`config.mk`:
```
export PLATFORM = sky130hd
export DESIGN_NAME = rdx_dev_flat
export DESIGN_NICKNAME = d
export VERILOG_FILES = /design/src/rdx_pkg.sv /design/src/rdx_if.sv /design/src/rdx_dev.sv /design/src/flat_wrapper.sv
export SDC_FILE = /design/constraint.sdc
export NUM_CORES = 1
export LEC_CHECK = 0
export BUFFER_PORTS_ARGS = -buffer_cell sky130_fd_sc_hd__buf_4
export CORE_MARGIN = 2
export CORE_UTILIZATION = 45
export CTS_CLUSTER_SIZE = 16
export DETAILED_ROUTE_END_ITERATION = 16
export GPL_TIMING_DRIVEN = 0
export PLACE_DENSITY_LB_ADDON = 0.2
export SYNTH_ARGS = -nofsm -noshare
export SYNTH_HDL_FRONTEND = slang
export SYNTH_HIERARCHICAL = 1
export SYNTH_SLANG_ARGS = --single-unit
```
`constraint.sdc`:
```
create_clock -name i_ref_clk -period 4.2 [get_ports i_ref_clk]
set_input_delay 0.21 -clock i_ref_clk [delete_from_list [all_inputs] [get_ports i_ref_clk]]
set_output_delay 0.21 -clock i_ref_clk [all_outputs]
set_load 0.01 [all_outputs]
```
`src/rdx_pkg.sv`:
```
// shared constants for the extended-address dma read command block
// Notes on behaviour
// RULE1: command code 25h selects extended dma read
// RULE2: accepted command reads sectors then delivers them
// RULE3: sector data leaves as 16-bit words
// RULE4: host arms dma before writing command
// RULE5: device request paces words, host moves them
// RULE6: one interrupt after data ends, status ready
// RULE7: uncorrectable sector stops transfer there
// RULE8: count low from current, high from previous
// RULE9: count zero means 65,536 sectors
// RULE10: current bytes lba 23:0, previous 47:24
// RULE11: error reads, select clear, give lba 23:0
// RULE12: error reads, select set, give lba 47:24
// RULE13: error byte: crc, unc, idnf, abort only
// RULE14: final status: busy, fault, corrected zero
// RULE15: act only when device select matches
// RULE16: busy from command until final status, irq
package rdx_pkg;
   // task-file register selects
   localparam logic [2:0] ADR_DATA   = 3'h0;
   localparam logic [2:0] ADR_ERROR  = 3'h1;
   localparam logic [2:0] ADR_COUNT  = 3'h2;
   localparam logic [2:0] ADR_SECTOR = 3'h3;
   localparam logic [2:0] ADR_CYL_LO = 3'h4;
   localparam logic [2:0] ADR_CYL_HI = 3'h5;
   localparam logic [2:0] ADR_DEVICE = 3'h6;
   localparam logic [2:0] ADR_CMD    = 3'h7;
   // command code and device/head layout
   localparam logic [7:0] CMD_READ_DMA_EXT = 8'h25;
   localparam int         DEV_SEL_BIT      = 4;
   localparam logic [2:0] DEV_HEAD_FIXED   = 3'h7;
   // error byte fields
   localparam int ERR_CRC = 7;
   localparam int ERR_UNC = 6;
   localparam int ERR_IDN = 4;
   localparam int ERR_ABT = 2;
   // status byte fields
   localparam int ST_BUSY = 7;
   localparam int ST_RDY  = 6;
   localparam int ST_DF   = 5;
   localparam int ST_DSC  = 4;
   localparam int ST_DRQ  = 3;
   localparam int ST_COR  = 2;
   localparam int ST_IDX  = 1;
   localparam int ST_ERR  = 0;
   // widths and reset values
   localparam int          LBA_W      = 48;
   localparam int          CNT_W      = 17;
   localparam logic [16:0] CNT_MAX    = 17'h10000;
   localparam logic [7:0]  REG_RESET  = 8'h00;
   localparam int          FIFO_DEPTH = 8;
endpackage

```
`src/rdx_if.sv`:
```
// task-file register, dma and interrupt link between host and device
`timescale 1ns/1ps
interface rdx_if;
   logic        wr;     // host register write strobe
   logic        rd;     // host register read strobe
   logic [2:0]  addr;   // register select
   logic [7:0]  wdata;  // write byte
   logic        high_order_byte_select;    // high-order-byte select for reads
   logic        dmack;  // host dma acknowledge
   logic [7:0]  rdata;  // read byte
   logic        rvalid; // read byte valid, one cycle after rd
   logic        dmarq;  // device dma request, word on data
   logic [15:0] data;   // data word
   logic        intrq;  // device interrupt
   modport dev  (input wr, rd, addr, wdata, high_order_byte_select, dmack,
                 output rdata, rvalid, dmarq, data, intrq);
   modport host (output wr, rd, addr, wdata, high_order_byte_select, dmack,
                 input rdata, rvalid, dmarq, data, intrq);
endinterface

```
`src/rdx_dev.sv`:
```
// device end: fifo and extended dma read command handler
`timescale 1ns/1ps
module rdx_fifo #(
   parameter int W     = 16,
   parameter int DEPTH = 8
) (
   input  wire logic                       i_ref_clk,
   input  wire logic                       i_resetn,
   // fill side
   input  wire logic                       i_in_valid,
   output logic                            o_in_ready,
   input  wire logic [W-1:0]               i_in_data,
   // drain side
   output logic                            o_out_valid,
   input  wire logic                       i_out_ready,
   output logic [W-1:0]                    o_out_data,
   // occupancy
   output logic [$clog2(DEPTH):0]          o_level
);
   localparam int AW = $clog2(DEPTH);
   logic [W-1:0] mem [DEPTH];
   logic [AW:0]  wr_ptr;
   logic [AW:0]  rd_ptr;
   logic         push;
   logic         pop;

   // extra pointer bit tells full from empty
   assign o_level     = wr_ptr - rd_ptr;
   assign o_in_ready  = (o_level != (AW+1)'(DEPTH));
   assign o_out_valid = (wr_ptr != rd_ptr);
   assign o_out_data  = mem[rd_ptr[AW-1:0]];
   assign push        = i_in_valid && o_in_ready;
   assign pop         = o_out_valid && i_out_ready;

   // storage
   always_ff @(posedge i_ref_clk)
   begin
      if (push)
         mem[wr_ptr[AW-1:0]] <= i_in_data;
   end

   // pointers
   always_ff @(posedge i_ref_clk or negedge i_resetn)
   begin
      if (!i_resetn)
      begin
         wr_ptr <= '0;
         rd_ptr <= '0;
      end
      else
      begin
         if (push)
            wr_ptr <= wr_ptr + 1'b1;
         if (pop)
            rd_ptr <= rd_ptr + 1'b1;
      end
   end
endmodule

module rdx_dev #(
   parameter bit DEV_POS = 1'b0,
   parameter int DEPTH   = 8
) (
   // clock and reset
   input  wire logic        i_ref_clk,
   input  wire logic        i_resetn,
   // link to host
   rdx_if.dev               link,
   // media side
   output logic             o_media_req,
   output logic [47:0]      o_media_lba,
   output logic             o_media_ready,
   input  wire logic        i_media_valid,
   input  wire logic [15:0] i_media_word,
   input  wire logic        i_media_last,
   input  wire logic        i_media_unc,
   input  wire logic        i_media_idnf
);
   typedef enum logic [2:0] {
      S_IDLE  = 3'b001,
      S_XFER  = 3'b010,
      S_DRAIN = 3'b100
   } rdx_state_t;

   rdx_state_t                 st;
   logic [7:0]                 cnt_cur, cnt_prev, sec_cur, sec_prev;
   logic [7:0]                 cl_cur, cl_prev, ch_cur, ch_prev;
   logic                       dev_bit;
   logic [rdx_pkg::LBA_W-1:0]  lba;
   logic [rdx_pkg::CNT_W-1:0]  remain;
   logic [7:0]                 err;
   logic                       busy;
   logic                       err_sum;
   logic                       fifo_in_valid, fifo_in_ready;
   logic                       fifo_out_valid, fifo_out_ready;
   logic [15:0]                fifo_out_data;
   logic [$clog2(DEPTH):0]     fifo_level;
   logic                       take;
   logic                       bad;
   logic                       end_now;
   logic                       cmd_hit;
   logic                       moved;
   logic                       drained;
   logic [7:0]                 status;

   // media word accepted only while transferring
   assign take    = i_media_valid && o_media_ready && (st == S_XFER);
   assign bad     = i_media_unc || i_media_idnf;
   assign end_now = take && (bad || (i_media_last && remain == rdx_pkg::CNT_W'(1)));
   assign fifo_in_valid  = take && !bad;
   assign fifo_out_ready = !link.dmarq || link.dmack;
   assign moved   = link.dmarq && link.dmack; // RULE5
   assign drained = !fifo_out_valid && (!link.dmarq || moved);
   // command takes effect only for our device position
   assign cmd_hit = link.wr && link.addr == rdx_pkg::ADR_CMD && !busy
                    && dev_bit == DEV_POS; // RULE15
   assign status  = {busy, 1'b1, 1'b0, 1'b1, 4'h0} | {7'h00, err_sum}; // RULE14

   rdx_fifo #(.W(16), .DEPTH(DEPTH)) u_fifo (
      .i_ref_clk   (i_ref_clk),
      .i_resetn    (i_resetn),
      .i_in_valid  (fifo_in_valid),
      .o_in_ready  (fifo_in_ready),
      .i_in_data   (i_media_word),
      .o_out_valid (fifo_out_valid),
      .i_out_ready (fifo_out_ready),
      .o_out_data  (fifo_out_data),
      .o_level     (fifo_level)
   );

   // task-file writes: each count, sector or cylinder write pushes current into previous
   always_ff @(posedge i_ref_clk or negedge i_resetn)
   begin
      if (!i_resetn)
      begin
         {cnt_cur, cnt_prev, sec_cur, sec_prev} <= {4{rdx_pkg::REG_RESET}};
         {cl_cur, cl_prev, ch_cur, ch_prev}     <= {4{rdx_pkg::REG_RESET}};
         dev_bit <= 1'b0;
      end
      else if (link.wr && !busy)
      begin
         if (link.addr == rdx_pkg::ADR_COUNT)
            {cnt_prev, cnt_cur} <= {cnt_cur, link.wdata};
         else if (link.addr == rdx_pkg::ADR_SECTOR)
            {sec_prev, sec_cur} <= {sec_cur, link.wdata};
         else if (link.addr == rdx_pkg::ADR_CYL_LO)
            {cl_prev, cl_cur} <= {cl_cur, link.wdata};
         else if (link.addr == rdx_pkg::ADR_CYL_HI)
            {ch_prev, ch_cur} <= {ch_cur, link.wdata};
         else if (link.addr == rdx_pkg::ADR_DEVICE)
            dev_bit <= link.wdata[rdx_pkg::DEV_SEL_BIT];
      end
   end

   // command sequencer: fetch sectors, drain, post status
   always_ff @(posedge i_ref_clk or negedge i_resetn)
   begin
      if (!i_resetn)
      begin
         st      <= S_IDLE;
         lba     <= '0;
         remain  <= '0;
         err     <= rdx_pkg::REG_RESET;
         busy    <= 1'b0;
         err_sum <= 1'b0;
      end
      else
      begin
         case (st)
            S_IDLE:
               if (cmd_hit && link.wdata == rdx_pkg::CMD_READ_DMA_EXT) // RULE1
               begin
                  st      <= S_XFER; // RULE2
                  busy    <= 1'b1; // RULE16
                  err     <= rdx_pkg::REG_RESET;
                  err_sum <= 1'b0;
                  lba     <= {ch_prev, cl_prev, sec_prev, ch_cur, cl_cur, sec_cur}; // RULE10
                  if ({cnt_prev, cnt_cur} == 16'h0000)
                     remain <= rdx_pkg::CNT_MAX; // RULE9
                  else
                     remain <= {1'b0, cnt_prev, cnt_cur}; // RULE8
               end
               else if (cmd_hit)
               begin
                  // unknown code: abort without any transfer
                  err     <= 8'h01 << rdx_pkg::ERR_ABT; // RULE13
                  err_sum <= 1'b1;
               end
            S_XFER:
               if (take && bad)
               begin
                  // lba stays on the failing sector for the host to read
                  err[rdx_pkg::ERR_UNC] <= i_media_unc; // RULE13
                  err[rdx_pkg::ERR_IDN] <= i_media_idnf;
                  st <= S_DRAIN; // RULE7
               end
               else if (take && i_media_last)
               begin
                  lba    <= lba + 1'b1;
                  remain <= remain - 1'b1;
                  if (end_now)
                     st <= S_DRAIN;
               end
            S_DRAIN:
               if (drained)
               begin
                  st      <= S_IDLE;
                  busy    <= 1'b0; // RULE16
                  err_sum <= (err != 8'h00); // RULE14
               end
            default:
               st <= S_IDLE;
         endcase
      end
   end

   // media request and back-pressure; two slots kept for words in flight
   always_ff @(posedge i_ref_clk or negedge i_resetn)
   begin
      if (!i_resetn)
      begin
         o_media_req   <= 1'b0;
         o_media_ready <= 1'b0;
         o_media_lba   <= '0;
      end
      else
      begin
         o_media_req   <= (st == S_XFER) && !end_now;
         o_media_ready <= (st == S_XFER) && !end_now && fifo_in_ready
                          && fifo_level < ($clog2(DEPTH)+1)'(DEPTH - 2);
         o_media_lba   <= lba;
      end
   end

   // dma word register: request held until the host acknowledges
   always_ff @(posedge i_ref_clk or negedge i_resetn)
   begin
      if (!i_resetn)
      begin
         link.dmarq <= 1'b0;
         link.data  <= 16'h0000;
      end
      else if (fifo_out_ready)
      begin
         link.dmarq <= fifo_out_valid; // RULE5
         if (fifo_out_valid)
            link.data <= fifo_out_data; // RULE3
      end
   end

   // single completion interrupt; a new interrupt beats the clearing read
   always_ff @(posedge i_ref_clk or negedge i_resetn)
   begin
      if (!i_resetn)
         link.intrq <= 1'b0;
      else if ((st == S_DRAIN && drained) || (st == S_IDLE && cmd_hit
               && link.wdata != rdx_pkg::CMD_READ_DMA_EXT))
         link.intrq <= 1'b1; // RULE6
      else if ((link.rd && link.addr == rdx_pkg::ADR_CMD) || cmd_hit)
         link.intrq <= 1'b0;
   end

   // register reads answer one cycle later
   always_ff @(posedge i_ref_clk or negedge i_resetn)
   begin
      if (!i_resetn)
      begin
         link.rvalid <= 1'b0;
         link.rdata  <= rdx_pkg::REG_RESET;
      end
      else
      begin
         link.rvalid <= link.rd;
         if (!link.rd)
            link.rdata <= rdx_pkg::REG_RESET;
         else if (link.addr == rdx_pkg::ADR_ERROR)
            link.rdata <= err;
         else if (link.addr == rdx_pkg::ADR_COUNT)
            link.rdata <= link.high_order_byte_select ? remain[15:8] : remain[7:0];
         else if (link.addr == rdx_pkg::ADR_SECTOR)
            link.rdata <= link.high_order_byte_select ? lba[31:24] : lba[7:0]; // RULE11 RULE12
         else if (link.addr == rdx_pkg::ADR_CYL_LO)
            link.rdata <= link.high_order_byte_select ? lba[39:32] : lba[15:8]; // RULE11 RULE12
         else if (link.addr == rdx_pkg::ADR_CYL_HI)
            link.rdata <= link.high_order_byte_select ? lba[47:40] : lba[23:16]; // RULE11 RULE12
         else if (link.addr == rdx_pkg::ADR_CMD)
            link.rdata <= status;
         else
            link.rdata <= rdx_pkg::REG_RESET;
      end
   end
endmodule

```
`src/flat_wrapper.sv`:
```
// flat-port wrapper written by rule: the top's interface ports become plain ports
module rdx_dev_flat 
#(
   parameter bit DEV_POS = 1'b0,
   parameter int DEPTH   = 8
)
  (i_ref_clk, i_resetn, o_media_req, o_media_lba, o_media_ready, i_media_valid, i_media_word, i_media_last, i_media_unc, i_media_idnf, link_wr, link_rd, link_addr, link_wdata, link_high_order_byte_select, link_dmack, link_rdata, link_rvalid, link_dmarq, link_data, link_intrq);
  rdx_if link_i ();
  input  wire logic i_ref_clk;
  input  wire logic i_resetn;
  output logic o_media_req;
  output logic [47:0] o_media_lba;
  output logic o_media_ready;
  input  wire logic i_media_valid;
  input  wire logic [15:0] i_media_word;
  input  wire logic i_media_last;
  input  wire logic i_media_unc;
  input  wire logic i_media_idnf;
  input wire logic [$bits(link_i.wr)-1:0] link_wr;
  input wire logic [$bits(link_i.rd)-1:0] link_rd;
  input wire logic [$bits(link_i.addr)-1:0] link_addr;
  input wire logic [$bits(link_i.wdata)-1:0] link_wdata;
  input wire logic [$bits(link_i.high_order_byte_select)-1:0] link_high_order_byte_select;
  input wire logic [$bits(link_i.dmack)-1:0] link_dmack;
  output wire logic [$bits(link_i.rdata)-1:0] link_rdata;
  output wire logic [$bits(link_i.rvalid)-1:0] link_rvalid;
  output wire logic [$bits(link_i.dmarq)-1:0] link_dmarq;
  output wire logic [$bits(link_i.data)-1:0] link_data;
  output wire logic [$bits(link_i.intrq)-1:0] link_intrq;
  assign link_i.wr = link_wr;
  assign link_i.rd = link_rd;
  assign link_i.addr = link_addr;
  assign link_i.wdata = link_wdata;
  assign link_i.high_order_byte_select = link_high_order_byte_select;
  assign link_i.dmack = link_dmack;
  assign link_rdata = link_i.rdata;
  assign link_rvalid = link_i.rvalid;
  assign link_dmarq = link_i.dmarq;
  assign link_data = link_i.data;
  assign link_intrq = link_i.intrq;
  rdx_dev #(.DEV_POS(DEV_POS), .DEPTH(DEPTH)) u_core (.i_ref_clk(i_ref_clk), .i_resetn(i_resetn), .link(link_i), .o_media_req(o_media_req), .o_media_lba(o_media_lba), .o_media_ready(o_media_ready), .i_media_valid(i_media_valid), .i_media_word(i_media_word), .i_media_last(i_media_last), .i_media_unc(i_media_unc), .i_media_idnf(i_media_idnf));
endmodule
```
==> impl_metrics.env <==
export IMPL_place_congestion=0.9890
export IMPL_hold_depth=2
export IMPL_synth_seq_cells=351
export IMPL_maxSlewHeadroom=0.1901
export IMPL_vias_per_cell=5.995
export IMPL_drtPass1Iterations=6
export IMPL_drc=0
export IMPL_crit_path_max_fanout=10
export IMPL_area_growth_pct=20.68
export IMPL_grt_pass1_wl_um=69230
export IMPL_post_drt_wl_per_cell_um=24.62
export IMPL_critPathCaptureType="flop"
export IMPL_gr_total_overflow=0
export IMPL_power_leakage_nw=7.634
export IMPL_whs_endpoint="u_core/sec_cur[6]$_DFFE_PN0P_"
export IMPL_path_class="reg2reg"
export IMPL_hold_ws_ns=0.009380
export IMPL_ys_async_sr_fraction=0.6353
export IMPL_coreArea_mm2=0.03353
export IMPL_drt_iter0_drc=1136
export IMPL_hold_class="in2reg"
export IMPL_drive_gt1_frac=0.2505
export IMPL_antenna_found_initial=1
export IMPL_cts_tree="yes"
export IMPL_setup_viol=0
export IMPL_min_period_ns=3.986
export IMPL_port_buffers=110
export IMPL_track_usage=0.2602
export IMPL_min_delay_start="link_wdata[6]"
export IMPL_dp_hpwl_um=32050
export IMPL_cts_made_buffers=37
export IMPL_crit_start="u_core/st[2]$_DFFE_PN0P_"
export IMPL_htreeDepth=2
export IMPL_hold_viol=0
export IMPL_post_cts_buffers=0
export IMPL_start_util=0.4578
export IMPL_maxCapViolations=0
export IMPL_status="finished clean"
export IMPL_skew_ns=0.01916
export IMPL_yosysWarnings=6
export IMPL_synthCells=1188
export IMPL_grt_start_max_net_pins=114
export IMPL_grt_pass1_vias=10980
export IMPL_rrSetupSlack_ns=0.21
export IMPL_postRouteWirelength_um=45550
export IMPL_dieArea_mm2=0.03560
export IMPL_synth_edf_count=128
export IMPL_r2r_start="u_core/st[2]$_DFFE_PN0P_"
export IMPL_tns_ns=0
export IMPL_die_h_um=188.7
export IMPL_arrival_ns=4.21
export IMPL_post_route_period_util=0.9490
export IMPL_ys_types=87
export IMPL_vdd_ir_drop_max_mv=0.3259
export IMPL_ff2ff_path_depth=8
export IMPL_clk_pin_slew_ns=0.06
export IMPL_synth_area_per_cell_um2=12.92
export IMPL_placed_cells=1757
export IMPL_r2r_end="u_core/u_fifo/mem[4][1]$_DFFE_PP_"
export IMPL_critical_path_required_ns=4.42
export IMPL_powerDensity_mw_per_mm2=427.1
export IMPL_tightestPinTransition_ns=1.206
export IMPL_power_w=0.007911
export IMPL_insertion_delay_ns=0.53
export IMPL_clock_sinks=351
export IMPL_busiest_layer="met2"
export IMPL_grtUsageMet2=0.4176
export IMPL_synth_seq_area_share=0.6140
export IMPL_rsz0062_at_grt="false"
export IMPL_max_freq_mhz=250.9
export IMPL_synth_nets=1234
export IMPL_synth_area_mm2=0.01535
export IMPL_pin_count=114
export IMPL_grt_use_met1=0.3398
export IMPL_nFillCells=2859
export IMPL_grtUsageMet3=0.04396
export IMPL_ys_flop_type="dfrtp_1"
export IMPL_finalNonFillerCells=1850
export IMPL_start_kind="flop"
export IMPL_vias=11090
export IMPL_num_rows=67
export IMPL_layout_nets=1418
export IMPL_antenna_left=0
export IMPL_drv_slew=0
export IMPL_dieWidth_um=188.7
export IMPL_cts_root_buffer="clkbuf_16"
export IMPL_clock_path_buffers=3
[flip-flops by register name, indices dropped and copies added, names as in the netlist, 3 cells and up]
register	flops
u_core/o_media_lba	48
u_core/u_fifo/wr_ptr	4
u_core/u_fifo/mem	128
u_core/sec_cur	8
u_core/ch_prev	8
u_core/cnt_prev	8
u_core/u_fifo/rd_ptr	4
u_core/cl_cur	8
u_core/err	3
u_core/remain	17
u_core/link.rdata	8
u_core/sec_prev	8
u_core/cl_prev	8
u_core/lba	48
u_core/link.data	16
u_core/st	3
u_core/ch_cur	8
u_core/cnt_cur	8
[layout make-up]
class                           count  area (um^2)  area share
Sequential cell                   351         9425      0.5088
Multi-Input combinational cell    759         5693      0.3073
Timing Repair Buffer              145         1226     0.06619
Clock buffer                       59         1131     0.06106
Tap cell                          448        560.5     0.03026
Buffer                             64        282.8     0.01527
Clock inverter                      9        150.1    0.008105
Inverter                           14        52.55    0.002837
Antenna cell                        1        2.502   0.0001351
[through the flow]
step	utilization	setup WS [ns]	instance area [um^2]
2_1_floorplan	-	-0.08342	15360
3_3_place_gp	0.4995	-2.471	16750
3_5_place_dp	0.5057	-0.6024	16960
4_1_cts	0.5519	0.02326	18510
5_1_grt	0.5524	0.1009	18520
6_report	0.5524	0.2142	18520
[worst max-delay path, stage by stage, from the launching register on]
cell	delay [ns]
dfrtp_1	0.42
or3b_2	0.47
buf_6	0.16
clkbuf_1	0.29
clkbuf_1	0.50
nor4_4	0.52
nand2b_1	0.30
nor3_2	0.74
buf_6	0.27
[routing by layer]
metal / wire length [um] / share of wire
met5: 0 / 0
met4: 2905 / 0.064
met3: 3606 / 0.079
met2: 21030 / 0.46
met1: 18000 / 0.40
[cell families after synthesis]
| logic type | Yosys count | share of synthesized area |
|---|---|---|
| AO/OA/AOI/OAI | 246 | 0.09994 |
| multiplexers | 147 | 0.1340 |
| AND/OR/NAND/NOR | 349 | 0.1178 |
| buffers and inverters | 78 | 0.02185 |
| flip-flops | 351 | 0.6140 |
| XOR/XNOR | 8 | 0.004565 |
| adder cells (fa/ha/maj) | 9 | 0.007826 |
[Yosys cell counts, drive strengths merged, types with 15 or more instances]
cell type | number | area, um^2
buf | 21 | 110.1
and3 | 15 | 98.84
a22oi | 16 | 120.1
mux2 | 85 | 960.9
a21oi | 84 | 427.9
dfrtp | 222 | 5555
o21ai | 63 | 315.3
mux4 | 38 | 855.8
o22ai | 15 | 93.84
nor4 | 19 | 148.9
nor2 | 66 | 250.2
nand4 | 17 | 112.6
clkbuf | 43 | 172.7
nor3 | 20 | 122.6
mux2i | 24 | 240.2
nand2 | 122 | 460.5
edfxtp | 128 | 3844
nand3 | 31 | 155.2
[worst max path at each step]
stage                                                     to  slack [ns]  depth (start not counted)
after floorplan            u_core/u_fifo/mem[0][0]$_DFFE_PP_       -0.08                          7
after global placement     u_core/u_fifo/mem[1][0]$_DFFE_PP_       -2.47                          7
after detailed placement   u_core/u_fifo/mem[1][1]$_DFFE_PP_       -0.60                          9
after CTS                  u_core/u_fifo/mem[4][4]$_DFFE_PP_        0.02                          8
after global routing      u_core/u_fifo/mem[4][15]$_DFFE_PP_        0.10                          8
final                      u_core/u_fifo/mem[4][1]$_DFFE_PP_        0.21                          8
[cells in the final DEF, fill, tap and decap left out, types with 39 or more instances in the layout]
| master | n |
|---|---|
| a21oi_1 | 82 |
| buf_4 | 112 |
| clkbuf_1 | 53 |
| clkbuf_16 | 39 |
| dfrtp_1 | 222 |
| edfxtp_1 | 128 |
| mux2_2 | 84 |
| nand2_1 | 121 |
| nor2_1 | 64 |
| o21ai_0 | 57 |
[power by group]
| group | total, W | internal [W] | leakage, nW | switching (W) |
|---|---|---|---|---|
| Sequential | 0.00398 | 0.00376 | 4.09 | 0.000223 |
| Clock | 0.00340 | 0.00209 | 0.623 | 0.00131 |
| Combinational | 0.000529 | 0.000283 | 2.92 | 0.000246 |
[timing repair]
item	4_1_cts	5_1_grt
hold endpoints to repair	262	0
gates resized for setup	4	1
setup endpoints to repair	107	43
hold buffers	24	0
cloned	0	0
Power figures use the tool's default switching activity.
